[config.mk]
export PLATFORM = sky130hd
export DESIGN_NAME = adc_serial_command_decoder
export DESIGN_NICKNAME = d
export VERILOG_FILES = /design/src/core/adc_cmd_pkg.sv /design/src/core/stream_if.sv /design/src/core/cmd_fifo.sv /design/src/core/adc_serial_command_decoder.sv
export VERILOG_INCLUDE_DIRS = /design/src /design/src/core
export SDC_FILE = /design/constraint.sdc
export NUM_CORES = 1
export LEC_CHECK = 0
export ABC_AREA = 1
export BUFFER_PORTS_ARGS = -buffer_cell sky130_fd_sc_hd__clkbuf_2
export CORE_MARGIN = 1.5
export CORE_UTILIZATION = 55
export CTS_BUF_LIST = sky130_fd_sc_hd__clkbuf_8 sky130_fd_sc_hd__clkbuf_16
export DETAILED_ROUTE_END_ITERATION = 8
export PLACE_DENSITY = 0.71
export RECOVER_POWER = 50
export SYNTH_ARGS = -nofsm -noshare
export SYNTH_HDL_FRONTEND = slang
export SYNTH_SLANG_ARGS = --single-unit
[constraint.sdc]
create_clock -name sys_clk -period 9.8 [get_ports sys_clk]
set_input_delay 1.47 -clock sys_clk [delete_from_list [all_inputs] [get_ports sys_clk]]
set_output_delay 1.47 -clock sys_clk [all_outputs]
set_load 0.05 [all_outputs]
[src/core/adc_cmd_defines.svh]
`ifndef ADC_CMD_DEFINES_SVH
`define ADC_CMD_DEFINES_SVH

// ----------------------------------------
// widths and depths
// ----------------------------------------
`define CMD_W              8
`define RESULT_W           24
`define REG_ADDR_W         4
`define CMD_FIFO_DEPTH     16
`define HOLD_CNT_W         18

// ----------------------------------------
// timing
// ----------------------------------------
`define SYS_CLK_MHZ        250
`define RESET_HOLD_TIME_US 600
`define RESET_HOLD_CYCLES  (`RESET_HOLD_TIME_US * `SYS_CLK_MHZ)
`define POWERUP_CYCLES     65536

// ----------------------------------------
// command encodings, don't-care bit 0 reads as zero
// ----------------------------------------
`define CMD_RESUME         8'h00
`define CMD_SLEEP          8'h02
`define CMD_SYNC           8'h04
`define CMD_RESET          8'h06
`define CMD_NO_OPERATION   8'hFF
`define CMD_READ_ONCE      8'h12
`define CMD_AUTO_LOAD      8'h14
`define CMD_STOP_AUTO      8'h16
`define CMD_REG_READ_HI    4'h2
`define CMD_REG_WRITE_HI   4'h4
`define CMD_COUNT_HI       4'h0
`define CMD_SYS_OFFSET_CAL 8'h60
`define CMD_SYS_GAIN_CAL   8'h61
`define CMD_INT_OFFSET_CAL 8'h62

// ----------------------------------------
// coefficient register bases, low byte first
// ----------------------------------------
`define OFFSET_COEF_BASE   4'h4
`define GAIN_COEF_BASE     4'h7
`define COEF_LAST_INDEX    4'h2

// ----------------------------------------
// reset values
// ----------------------------------------
`define AUTO_LOAD_RESET    1'b1
`define CONV_ENABLE_RESET  1'b1

`endif

[src/core/adc_cmd_pkg.sv]
package adc_cmd_pkg;

  typedef enum logic [3:0] {
    ST_IDLE,
    ST_RD_COUNT,
    ST_READOUT,
    ST_WR_COUNT,
    ST_WR_DATA,
    ST_CAL_WAIT,
    ST_CAL_WRITE,
    ST_HOLD
  } decode_state_type;

  typedef enum logic [1:0] {
    CAL_SYS_OFFSET,
    CAL_SYS_GAIN,
    CAL_INT_OFFSET
  } cal_kind_type;

endpackage

[src/core/stream_if.sv]
`timescale 1ns/1ps
`default_nettype none

interface stream_if #(
  parameter int unsigned WIDTH = 8
);
  logic             valid;
  logic             ready;
  logic [WIDTH-1:0] data;

  modport source (output valid, output data, input ready);
  modport sink   (input valid, input data, output ready);
endinterface

`default_nettype wire

[src/core/cmd_fifo.sv]
`timescale 1ns/1ps
`default_nettype none

module cmd_fifo #(
  parameter int unsigned WIDTH = 8,
  parameter int unsigned DEPTH = 16
)(
  input  wire logic sys_clk,
  input  wire logic rst,
  stream_if.sink    inPort,
  stream_if.source  outPort
);
  localparam int unsigned AW = $clog2(DEPTH);

  if (DEPTH < 2 || (DEPTH & (DEPTH - 1)) != 0) begin : gDepthCheck
    $error("cmd_fifo depth must be a power of two of at least 2");
  end

  logic [WIDTH-1:0] mem [DEPTH];
  logic [AW-1:0]    wrPtr_reg;
  logic [AW-1:0]    rdPtr_reg;
  logic [AW:0]      count_reg;
  logic [WIDTH-1:0] outData_reg;
  logic             outValid_reg;

  wire              push = inPort.valid & inPort.ready;
  wire              pop  = outValid_reg & outPort.ready;
  wire              fill = (count_reg != (AW+1)'(outValid_reg)) & (~outValid_reg | outPort.ready);
  wire [AW:0]       depthCount = (AW+1)'(DEPTH);

  // the output register counts as a slot, so full is honest
  assign inPort.ready  = (count_reg != depthCount);
  assign outPort.valid = outValid_reg;
  assign outPort.data  = outData_reg;

  always_ff @(posedge sys_clk) begin
    if (push) begin
      mem[wrPtr_reg] <= inPort.data;
    end
  end

  always_ff @(posedge sys_clk or posedge rst) begin
    if (rst) begin
      wrPtr_reg <= '0;
      rdPtr_reg <= '0;
      count_reg <= '0;
    end else begin
      wrPtr_reg <= wrPtr_reg + AW'(push);
      rdPtr_reg <= rdPtr_reg + AW'(fill);
      count_reg <= count_reg + (AW+1)'(push) - (AW+1)'(pop);
    end
  end

  always_ff @(posedge sys_clk or posedge rst) begin
    if (rst) begin
      outData_reg  <= '0;
      outValid_reg <= 1'b0;
    end else if (fill) begin
      outData_reg  <= mem[rdPtr_reg];
      outValid_reg <= 1'b1;
    end else if (outPort.ready) begin
      outValid_reg <= 1'b0;
    end
  end
endmodule

`default_nettype wire

[src/core/adc_serial_command_decoder.sv]
// Notes on behaviour
// - resume byte wakes at eighth clock rise
// - sleep byte stops after current conversion
// - sleep leaves voltage reference untouched
// - sleep/resume act like start pin
// - synchronise clears filter, restarts conversion
// - reset byte restores registers, clears filter
// - reset byte keeps serial interface state
// - reset holds device for 0.6 ms
// - auto load puts each result out
// - auto load change applies next ready
// - stop auto load applies next ready
// - read once loads latest result
// - read once accepted during last byte
// - register read returns count plus one
// - input ignored during register readout
// - register write stores count plus one
// - system offset calibration updates offset
// - system gain calibration updates gain
// - internal offset calibration updates offset
// - power-up hold blocks commands
// - auto load mode after any reset
// - output pin may also show ready
`timescale 1ns/1ps
`default_nettype none

`include "adc_cmd_defines.svh"

module adc_serial_command_decoder #(
  parameter int unsigned RESET_HOLD_CYCLES = `RESET_HOLD_CYCLES,
  parameter int unsigned POWERUP_CYCLES    = `POWERUP_CYCLES,
  parameter int unsigned FIFO_DEPTH        = `CMD_FIFO_DEPTH
)(
  input  wire logic                    sys_clk,
  input  wire logic                    rst,
  input  wire logic                    sclkPin,
  input  wire logic                    csNPin,
  input  wire logic                    dinPin,
  output logic                         doutPin,
  output logic                         doutOe,
  output logic                         resultReadyN,
  input  wire logic                    convDone,
  input  wire logic [`RESULT_W-1:0]    convResult,
  output logic                         convEnable,
  output logic                         filterClear,
  output logic                         regReset,
  output logic                         resetHold,
  input  wire logic                    readyOnOutputSelect,
  output logic [`REG_ADDR_W-1:0]       regRdAddr,
  input  wire logic [`CMD_W-1:0]       regRdData,
  output logic                         regWrEn,
  output logic [`REG_ADDR_W-1:0]       regWrAddr,
  output logic [`CMD_W-1:0]            regWrData,
  output logic                         calStart,
  output adc_cmd_pkg::cal_kind_type    calKind,
  input  wire logic                    calDone,
  input  wire logic [`RESULT_W-1:0]    calResult,
  output logic                         cmdFifoReady
);
  import adc_cmd_pkg::*;

  if (RESET_HOLD_CYCLES < 2 || RESET_HOLD_CYCLES >= (1 << `HOLD_CNT_W) ||
      POWERUP_CYCLES < 2 || POWERUP_CYCLES >= (1 << `HOLD_CNT_W)) begin : gHoldCheck
    $error("hold counts must lie between 2 and the counter range");
  end

  function automatic logic isCmd(input logic [`CMD_W-1:0] b, input logic [`CMD_W-1:0] code);
    isCmd = (b[`CMD_W-1:1] == code[`CMD_W-1:1]);
  endfunction

  // ----------------------------------------
  // pin synchronisers
  // ----------------------------------------
  logic [2:0] sclkSync_reg;
  logic [1:0] csNSync_reg;
  logic [1:0] dinSync_reg;

  always_ff @(posedge sys_clk or posedge rst) begin
    if (rst) begin
      sclkSync_reg <= 3'h0;
      csNSync_reg  <= 2'h3;
      dinSync_reg  <= 2'h0;
    end else begin
      sclkSync_reg <= {sclkSync_reg[1:0], sclkPin};
      csNSync_reg  <= {csNSync_reg[0], csNPin};
      dinSync_reg  <= {dinSync_reg[0], dinPin};
    end
  end

  wire csN      = csNSync_reg[1];
  wire sclkRise = sclkSync_reg[1] & ~sclkSync_reg[2] & ~csN;
  wire sclkFall = ~sclkSync_reg[1] & sclkSync_reg[2] & ~csN;

  // ----------------------------------------
  // serial receive
  // ----------------------------------------
  logic [2:0]        bitCnt_reg;
  logic [`CMD_W-1:0] rxShift_reg;
  logic [`CMD_W-1:0] rxByte_reg;
  logic              byteDone_reg;

  decode_state_type  state_reg;
  decode_state_type  state_next;

  wire holdActive    = (state_reg == ST_HOLD);
  wire readoutActive = (state_reg == ST_READOUT);
  // resume is known once seven zero bits are in, bit 0 is don't-care
  // only an idle decoder wakes, so count and data bytes never do
  wire wakeHit       = sclkRise & (bitCnt_reg == 3'h7) & (rxShift_reg[6:0] == 7'h00)
                       & (state_reg == ST_IDLE);

  // only chip select realigns the bit count; reset byte leaves it alone
  always_ff @(posedge sys_clk or posedge rst) begin
    if (rst) begin
      bitCnt_reg   <= 3'h0;
      rxShift_reg  <= 8'h00;
      rxByte_reg   <= 8'h00;
      byteDone_reg <= 1'b0;
    end else begin
      byteDone_reg <= 1'b0;
      if (csN) begin
        bitCnt_reg <= 3'h0;
      end else if (sclkFall) begin
        rxShift_reg <= {rxShift_reg[6:0], dinSync_reg[1]};
        bitCnt_reg  <= bitCnt_reg + 3'h1;
        if (bitCnt_reg == 3'h7) begin
          rxByte_reg   <= {rxShift_reg[6:0], dinSync_reg[1]};
          byteDone_reg <= 1'b1;
        end
      end
    end
  end

  // ----------------------------------------
  // command queue
  // ----------------------------------------
  stream_if #(.WIDTH(`CMD_W)) wrSide ();
  stream_if #(.WIDTH(`CMD_W)) rdSide ();

  // bytes during readout or hold never reach the decoder
  assign wrSide.valid = byteDone_reg & ~readoutActive & ~holdActive;
  assign wrSide.data  = rxByte_reg;
  assign cmdFifoReady = wrSide.ready;

  cmd_fifo #(
    .WIDTH (`CMD_W),
    .DEPTH (FIFO_DEPTH)
  ) uCmdFifo (
    .sys_clk (sys_clk),
    .rst     (rst),
    .inPort  (wrSide),
    .outPort (rdSide)
  );

  // ----------------------------------------
  // command decode
  // ----------------------------------------
  wire [`CMD_W-1:0] cmdByte = rdSide.data;
  wire inIdle  = (state_reg == ST_IDLE);
  assign rdSide.ready = inIdle | (state_reg == ST_RD_COUNT) | (state_reg == ST_WR_COUNT)
                        | (state_reg == ST_WR_DATA);
  wire take    = rdSide.valid & rdSide.ready;
  wire cmdTake = take & inIdle;

  wire cmdResume    = cmdTake & isCmd(cmdByte, `CMD_RESUME);
  wire cmdSleep     = cmdTake & isCmd(cmdByte, `CMD_SLEEP);
  wire cmdSync      = cmdTake & isCmd(cmdByte, `CMD_SYNC);
  wire cmdReset     = cmdTake & isCmd(cmdByte, `CMD_RESET);
  wire cmdReadOnce  = cmdTake & isCmd(cmdByte, `CMD_READ_ONCE);
  wire cmdAutoLoad  = cmdTake & isCmd(cmdByte, `CMD_AUTO_LOAD);
  wire cmdStopAuto  = cmdTake & isCmd(cmdByte, `CMD_STOP_AUTO);
  wire cmdRegRead   = cmdTake & (cmdByte[7:4] == `CMD_REG_READ_HI);
  wire cmdRegWrite  = cmdTake & (cmdByte[7:4] == `CMD_REG_WRITE_HI);
  wire cmdSysOffset = cmdTake & (cmdByte == `CMD_SYS_OFFSET_CAL);
  wire cmdSysGain   = cmdTake & (cmdByte == `CMD_SYS_GAIN_CAL);
  wire cmdIntOffset = cmdTake & (cmdByte == `CMD_INT_OFFSET_CAL);
  wire cmdCal       = cmdSysOffset | cmdSysGain | cmdIntOffset;
  wire countOk      = (cmdByte[7:4] == `CMD_COUNT_HI);

  logic [`REG_ADDR_W-1:0] readAddr_reg, readAddr_next;
  logic [`REG_ADDR_W-1:0] readLeft_reg, readLeft_next;
  logic [`REG_ADDR_W-1:0] wrAddr_reg, wrAddr_next;
  logic [`REG_ADDR_W-1:0] wrLeft_reg, wrLeft_next;
  logic [`HOLD_CNT_W-1:0] holdCnt_reg, holdCnt_next;
  logic [`RESULT_W-1:0]   calCoef_reg;
  logic                   loadRegReq;
  logic                   loadRegPend_reg;
  logic                   wrPulse;

  wire [`CMD_W-1:0] calByte = (wrLeft_reg == `COEF_LAST_INDEX) ? calCoef_reg[7:0] :
                              (wrLeft_reg == 4'h1) ? calCoef_reg[15:8] : calCoef_reg[23:16];
  wire [`CMD_W-1:0] wrByte  = (state_reg == ST_WR_DATA) ? cmdByte : calByte;
  wire [`REG_ADDR_W-1:0] coefBase = (calKind == CAL_SYS_GAIN) ? `GAIN_COEF_BASE : `OFFSET_COEF_BASE;

  always_comb begin
    state_next    = state_reg;
    readAddr_next = readAddr_reg;
    readLeft_next = readLeft_reg;
    wrAddr_next   = wrAddr_reg;
    wrLeft_next   = wrLeft_reg;
    holdCnt_next  = holdCnt_reg;
    loadRegReq    = 1'b0;
    wrPulse       = 1'b0;
    case (state_reg)
      ST_IDLE: begin
        // anything not matched below falls through untouched
        if (cmdRegRead) begin
          state_next    = ST_RD_COUNT;
          readAddr_next = cmdByte[3:0];
        end else if (cmdRegWrite) begin
          state_next  = ST_WR_COUNT;
          wrAddr_next = cmdByte[3:0];
        end else if (cmdCal) begin
          state_next = ST_CAL_WAIT;
        end else if (cmdReset) begin
          state_next   = ST_HOLD;
          holdCnt_next = `HOLD_CNT_W'(RESET_HOLD_CYCLES);
        end
      end
      ST_RD_COUNT: begin
        if (take) begin
          state_next    = countOk ? ST_READOUT : ST_IDLE;
          readLeft_next = cmdByte[3:0];
          loadRegReq    = countOk;
        end
      end
      ST_READOUT: begin
        if (byteDone_reg) begin
          if (readLeft_reg == 4'h0) begin
            state_next = ST_IDLE;
          end else begin
            readAddr_next = readAddr_reg + 4'h1;
            readLeft_next = readLeft_reg - 4'h1;
            loadRegReq    = 1'b1;
          end
        end
      end
      ST_WR_COUNT: begin
        if (take) begin
          state_next  = countOk ? ST_WR_DATA : ST_IDLE;
          wrLeft_next = cmdByte[3:0];
        end
      end
      ST_WR_DATA: begin
        if (take) begin
          wrPulse     = 1'b1;
          wrAddr_next = wrAddr_reg + 4'h1;
          wrLeft_next = wrLeft_reg - 4'h1;
          if (wrLeft_reg == 4'h0) begin
            state_next = ST_IDLE;
          end
        end
      end
      ST_CAL_WAIT: begin
        if (calDone) begin
          state_next  = ST_CAL_WRITE;
          wrAddr_next = coefBase;
          wrLeft_next = `COEF_LAST_INDEX;
        end
      end
      ST_CAL_WRITE: begin
        wrPulse     = 1'b1;
        wrAddr_next = wrAddr_reg + 4'h1;
        wrLeft_next = wrLeft_reg - 4'h1;
        if (wrLeft_reg == 4'h0) begin
          state_next = ST_IDLE;
        end
      end
      ST_HOLD: begin
        holdCnt_next = holdCnt_reg - `HOLD_CNT_W'(1);
        if (holdCnt_reg == `HOLD_CNT_W'(1)) begin
          state_next = ST_IDLE;
        end
      end
      default: begin
        state_next = ST_IDLE;
      end
    endcase
  end

  always_ff @(posedge sys_clk or posedge rst) begin
    if (rst) begin
      state_reg    <= ST_HOLD;
      holdCnt_reg  <= `HOLD_CNT_W'(POWERUP_CYCLES);
      readAddr_reg <= 4'h0;
      readLeft_reg <= 4'h0;
      wrAddr_reg   <= 4'h0;
      wrLeft_reg   <= 4'h0;
    end else begin
      state_reg    <= state_next;
      holdCnt_reg  <= holdCnt_next;
      readAddr_reg <= readAddr_next;
      readLeft_reg <= readLeft_next;
      wrAddr_reg   <= wrAddr_next;
      wrLeft_reg   <= wrLeft_next;
    end
  end

  // ----------------------------------------
  // register port, calibration and control pulses
  // ----------------------------------------
  always_ff @(posedge sys_clk or posedge rst) begin
    if (rst) begin
      regWrEn         <= 1'b0;
      regWrAddr       <= 4'h0;
      regWrData       <= 8'h00;
      loadRegPend_reg <= 1'b0;
      calStart        <= 1'b0;
      calKind         <= CAL_SYS_OFFSET;
      calCoef_reg     <= 24'h000000;
      filterClear     <= 1'b0;
      regReset        <= 1'b0;
    end else begin
      regWrEn         <= wrPulse;
      regWrAddr       <= wrAddr_reg;
      regWrData       <= wrByte;
      loadRegPend_reg <= loadRegReq;
      calStart        <= cmdCal;
      if (cmdCal) begin
        calKind <= cmdSysGain ? CAL_SYS_GAIN : (cmdIntOffset ? CAL_INT_OFFSET : CAL_SYS_OFFSET);
      end
      if (calDone && state_reg == ST_CAL_WAIT) begin
        calCoef_reg <= calResult;
      end
      filterClear <= cmdSync | cmdReset;
      regReset    <= cmdReset;
    end
  end

  assign regRdAddr = readAddr_reg;
  assign resetHold = holdActive;

  // ----------------------------------------
  // conversion and readout mode
  // ----------------------------------------
  logic sleepPending_reg;
  logic autoPending_reg;
  logic autoLoad_reg;
  logic [`RESULT_W-1:0] latestResult_reg;

  // sleep only gates conversions; no reference control leaves this block
  always_ff @(posedge sys_clk or posedge rst) begin
    if (rst) begin
      convEnable       <= `CONV_ENABLE_RESET;
      sleepPending_reg <= 1'b0;
    end else if (cmdResume || wakeHit) begin
      convEnable       <= 1'b1;
      sleepPending_reg <= 1'b0;
    end else if (cmdSleep) begin
      sleepPending_reg <= 1'b1;
    end else if (convDone && sleepPending_reg) begin
      convEnable       <= 1'b0;
      sleepPending_reg <= 1'b0;
    end
  end

  always_ff @(posedge sys_clk or posedge rst) begin
    if (rst) begin
      autoPending_reg <= `AUTO_LOAD_RESET;
      autoLoad_reg    <= `AUTO_LOAD_RESET;
    end else if (cmdReset) begin
      autoPending_reg <= `AUTO_LOAD_RESET;
      autoLoad_reg    <= `AUTO_LOAD_RESET;
    end else begin
      if (cmdAutoLoad) begin
        autoPending_reg <= 1'b1;
      end else if (cmdStopAuto) begin
        autoPending_reg <= 1'b0;
      end
      if (convDone) begin
        autoLoad_reg <= autoPending_reg;
      end
    end
  end

  always_ff @(posedge sys_clk or posedge rst) begin
    if (rst) begin
      latestResult_reg <= 24'h000000;
    end else if (convDone) begin
      latestResult_reg <= convResult;
    end
  end

  // a pending mode change is what the ready event acts on
  wire autoLoadHit = convDone & autoPending_reg;
  wire loadResult  = autoLoadHit | cmdReadOnce;
  wire [`RESULT_W-1:0] resultSrc = convDone ? convResult : latestResult_reg;

  // ----------------------------------------
  // serial transmit
  // ----------------------------------------
  logic [`RESULT_W-1:0] outShift_reg;
  logic                 dataBit_reg;
  logic                 shown_reg;

  // a load mid-byte corrupts the byte; hosts must finish reading first
  always_ff @(posedge sys_clk or posedge rst) begin
    if (rst) begin
      outShift_reg <= 24'h000000;
      dataBit_reg  <= 1'b0;
    end else if (loadRegPend_reg) begin
      outShift_reg <= {regRdData, 16'h0000};
    end else if (loadResult) begin
      outShift_reg <= resultSrc;
    end else if (sclkRise) begin
      dataBit_reg  <= outShift_reg[`RESULT_W-1];
      outShift_reg <= {outShift_reg[`RESULT_W-2:0], 1'b0};
    end
  end

  // new result wins over the clearing clock edge
  always_ff @(posedge sys_clk or posedge rst) begin
    if (rst) begin
      resultReadyN <= 1'b1;
      shown_reg    <= 1'b0;
    end else if (convDone) begin
      resultReadyN <= 1'b0;
      shown_reg    <= 1'b0;
    end else if (sclkRise) begin
      resultReadyN <= 1'b1;
      shown_reg    <= 1'b1;
    end
  end

  always_ff @(posedge sys_clk or posedge rst) begin
    if (rst) begin
      doutPin <= 1'b0;
      doutOe  <= 1'b0;
    end else begin
      doutPin <= (readyOnOutputSelect & ~shown_reg) ? resultReadyN : dataBit_reg;
      doutOe  <= ~csN;
    end
  end
endmodule

`default_nettype wire

Word level (Yosys, flattened, before mapping)
Memories as Yosys holds them, arrays and structs flattened. A register that Yosys moved wholly into a read port is not among the register bits.
Cells that the tools add are included.
Operators by class
  add/subtract/negate cells: 10
  equal/unequal tests: 41
  mux-type cells: 72
  bitwise gates (word level): 44
  reductions and logical operators: 31
Operator list (count)
  24-bit 2-to-1 mux: 4
  4-bit 2-to-1 mux: 24
  18-bit 2-to-1 mux: 4
  18-bit case mux with 2 select lines: 1
  4-bit case mux with 4 select lines: 2
  4-bit case mux with 8 select lines: 1
  1-bit bitwise AND: 27
  8-bit by 7-bit == test with 1-bit output, second input constant: 3
  8-bit 2-to-1 mux: 3
  1-bit 2-to-1 mux: 22
  7-bit by 4-bit == test with 1-bit output, second input constant: 3
  4-bit by 3-bit == test with 1-bit output, second input constant: 5
  18-bit by 1-bit == test with 1-bit output, second input constant: 1
  2-bit inequality test, second input constant: 9
  18-bit by 1-bit subtractor with 18-bit output, second input constant: 1
  4-bit by 2-bit == test with 1-bit output, second input constant: 4
  4-bit zero test: 4
  4-bit case mux with 2 select lines: 2
  7-bit by 2-bit == test with 1-bit output, second input constant: 2
  7-bit zero test: 2
  2-bit nonzero test: 7
  2-bit by 1-bit inequality test with 1-bit output, second input constant: 6
  4-bit AND reduction: 3
  5-bit AND reduction: 2
  25 further kinds: 56
Storage, ports and cells
  register bits: 177
  bits in writable memories: 128
  word-level logic and storage cells: 235
  memories kept: 1
Memory list
  uCmdFifo.mem: depth 16, width 8, rd ports 1, clocked after memory_dff 1, wr ports 1, line cmd_fifo.sv:19  | logic [WIDTH-1:0] mem [DEPTH];

Longest topological paths before layout
  word-level depth: 13
  mapped depth: 13
  gate-level depth less buffers: 13

Modules after synthesis
A second synthesis with hierarchy kept.
Second synthesis, totals
  cell total of the unflattened synthesis: 1576
  area, all modules: 14375.0 µm²
Modules (own cells, without submodules)
  adc_serial_command_decoder: times used 1, cells an instance 938, area each 7805.0 µm², seq. area each 4065.1 µm²
  cmd_fifo: times used 1, cells an instance 638, area each 6570.1 µm², seq. area each 4394.2 µm²

Least setup slack after synthesis
No wires, ideal clock.
  kind: flip-flop to output port
  start point: register state_reg[1]
  end point: output port resetHold
  data arrival time: 1.137 ns
  data required time: 8.330 ns
  path slack: 7.193 ns
  stages on the path, launching flop included: 4
  cells stage by stage: dfstp_2 -> buf_2 -> nand3_1 -> inv_1
On the way
  word-level cells in the longest chain between the ends: 1
RTL lines
  from (decl): line adc_serial_command_decoder.sv:102  | decode_state_type state_reg;
  from (signal assigned): line adc_serial_command_decoder.sv:290  | state_reg <= state_next;
  4-bit by 3-bit == test with 1-bit output: line adc_serial_command_decoder.sv:105  | wire holdActive = (state_reg == ST_HOLD);
  to (decl): line adc_serial_command_decoder.sv:47  | output logic resetHold,
Every way passes these cells.

==> impl_metrics.py <==
metrics = {
    "synthesis": {
        "synth_async_sr_flop_share_pct": 59.0,
        "syn-num-nets": 1509,
        "yosysTopAreaCellShare_pct": 31.2,
        "synth.most_common_cell": "nand2_1",
        "synth-seq-area-share_pct": 60.3,
        "ys_ff_latch": 312,
        "synthFlopType": "dfrtp_1",
        "yosys.area.top_type": "dfrtp_1",
        "synth.area.top_cells": "dfrtp_1, edfxtp_1, nand2_1",
        "ys_warn_count": 0,
        "synthTopCellsByCount": "nand2_1, nor2_1, dfrtp_1",
        "syn-cell-area_um2": 14000,
        "synth_cells": 1424,
        "synth_edf_count": 128,
        "ys_types": 47,
        "syn_area_per_cell_um2": 9.86,
    },
    "sta": {
        "relSlewSlack_pct": -201,
        "finalSetupTns_ps": 0,
        "fin_skew_ps": 16.4,
        "fmax_mhz": 209,
        "tightest_slew_ps": 4490,
        "hold_viol_final": 0,
        "grt_setup_unrepaired": "no",
        "slew_viol_final": 180,
        "fin_crit_ps": 4790,
        "post-route-period-util_pct": 48.9,
        "setup_viol": 0,
    },
    "global_routing": {
        "antenna_found_initial": 0,
        "grt_first_pass_wirelength_um": 47800,
        "gr-total-overflow": 0,
        "grt_max_degree": 105,
        "grt_pass1_vias": 9307,
        "grt_usage_pct": 22.9,
    },
    "worst_setup_path": {
        "crit_fanout": 104,
        "criticalPathCategory": "in -> async",
        "cp.required_ps": 10300,
        "reg2regPathDepth": 6,
        "timing.rr.start": "state_reg[0]$_DFFE_PP1P_",
        "arrival_ps": 5280,
        "critPathCaptureType": "asynchronous set/reset pin",
        "r2r_slack_ps": 6200,
        "startpoint": "rst",
        "crit_path_end": "calKind[1]$_DFFE_PP0N_",
        "r2r_end": "uCmdFifo.mem[10][7]$_DFFE_PP_",
        "startpoint_type": "input port",
    },
    "layout": {
        "syn_to_final_growth_pct": 11.6,
        "regMostFlops": "uCmdFifo.mem",
        "fillers": 2090,
        "nets": 1588,
        "antennaDiodeCount": 0,
        "largest_reg_flops": 128,
        "drive_above_1_share_pct": 14.3,
    },
    "pwr": {
        "leakagePower_uw": 0.00711,
        "clockPowerShare_pct": 26.1,
        "switching_power_uw": 1850,
        "vdd_drop_max_uv": 180,
        "combPwrFrac_pct": 35.3,
        "swShare_pct": 39.2,
        "p_seq_share_pct": 38.6,
        "power.density_nw_per_um2": 301,
        "power_uw": 4710,
        "internal_power_uw": 2870,
    },
    "routing": {
        "first_pass_iters": 5,
        "wl_per_cell_um": 16.0,
        "finalWirelength_um": 29700,
        "vias": 9889,
        "antenna_left": 0,
        "via_per_inst": 5.32,
        "drt_iter0_drc": 873,
        "drc_errors": 0,
    },
    "status": {
        "violations": "capacitance limit, slew limit",
        "outcome": "finished with violations",
    },
    "floorplan": {
        "die-area_um2": 26500,
        "ios": 92,
        "start_util_pct": 55.9,
        "die_h_um": 163,
        "core-area_um2": 25100,
        "die_w_um": 163,
        "rows": 58,
    },
    "clock_network": {
        "cts.sinks": 312,
        "clk_pin_slew_ps": 60,
        "hold_buffers": 0,
        "cts.path.max_buffers": 3,
        "cts_tree": "yes",
        "cts_setup_buffers": 0,
        "htreeDepth": 2,
        "post_cts_resized": 0,
        "cts_buffers": 34,
        "cts_root_buf": "clkbuf_16",
        "clock_latency_ps": 520,
    },
    "placed_design": {
        "port_buffers": 91,
        "gp_congestion": 0.848,
        "place_hpwl_um": 19000,
    },
    "run": {
        "drv_cap": 3,
    },
    "worst_hold_path": {
        "hold_class": "reg -> reg",
    },
}
-- metrics by stage --
| stage | instance area (um^2) | util, % | cells | setup WS [ps] | hold WS (ps) |
|---|---|---|---|---|---|
| after floorplan | 14000 | - | 1424 | 3340 | 331 |
| after global placement | 14600 | 58.3 | 1797 | 6430 | 333 |
| after detailed placement | 14600 | 58.3 | 1797 | 6370 | 341 |
| after CTS | 15700 | 62.6 | 1858 | 6080 | 354 |
| after global routing | 15700 | 62.4 | 1858 | 4110 | 354 |
| final | 15700 | 62.4 | 1858 | 5010 | 351 |
-- power by group through the flow --
stage	Clock [uW]	Sequential, uW	Combinational [uW]
2_1_floorplan	0	1900	1230
5_1_grt	1300	1850	1890
3_5_place_dp	0	1840	1670
4_1_cts	1250	1820	1690
3_3_place_gp	0	1830	1630
6_report	1230	1820	1660
-- layer usage --
layer / share of wire, % / wire, um / global-route usage [%] / up-vias
met4: 1.5 / 461 / 5.09 / 0
met1: 46 / 13600 / 32.9 / 4719
li1: - / - / - / 4900
met3: 5.0 / 1480 / 3.44 / 39
met2: 48 / 14200 / 37.0 / 231
met5: 0 / 0 / 0 / -
-- area by class of cell --
class	instances	area [um^2]	area share, %
well taps	330	413	2.64
clock buffers	40	945	6.03
multi-input cells	912	4660	29.8
clock inverters	21	148	0.943
repair buffers	95	478	3.05
inverters	148	558	3.56
flip-flops and latches	312	8460	54.0
-- worst min-delay path by stage --
stage,from,to,cells after the start
4_1_cts,dinSync_reg[0]$_DFF_PP0_,dinSync_reg[1]$_DFF_PP0_,0
3_3_place_gp,sclkSync_reg[0]$_DFF_PP0_,sclkSync_reg[1]$_DFF_PP0_,0
6_report,dinSync_reg[0]$_DFF_PP0_,dinSync_reg[1]$_DFF_PP0_,0
3_5_place_dp,dinSync_reg[0]$_DFF_PP0_,dinSync_reg[1]$_DFF_PP0_,0
5_1_grt,dinSync_reg[0]$_DFF_PP0_,dinSync_reg[1]$_DFF_PP0_,0
2_1_floorplan,dinSync_reg[0]$_DFF_PP0_,dinSync_reg[1]$_DFF_PP0_,0
-- cell families (layout without fill, tap and decap cells) --
group | Yosys count | count (layout) | synth area share (%)
adders and majority gates | 21 | 21 | 1.93
AOI/OAI and AO/OA | 251 | 251 | 10.0
xor gates and xnor gates | 18 | 18 | 1.12
buffers and inverters | 200 | 304 | 6.18
and+or+nand+nor | 594 | 594 | 18.2
muxes | 28 | 28 | 2.33
DFF | 312 | 312 | 60.3
-- critical path, stage by stage --
cell and delay [ps]:
clkbuf_1 80, clkinvlp_2 2510, buf_4 1070
-- layout by cell type, fill, tap and decap left out, types with 13 or more instances in the layout --
master	netlist	layout
a21oi_1	40	40
clkbuf_16	0	35
clkbuf_2	0	88
dfrtp_1	175	175
edfxtp_1	128	128
ha_1	20	20
inv_1	138	147
mux2_2	27	27
nand2_1	236	238
nand3_1	94	95
nor2_1	215	220
o211ai_1	25	25
o21ai_0	142	143
o21ai_1	14	13
o21ai_2	15	15
xor2_1	16	16
No activity file was read; power rests on OpenSTA's default activity.
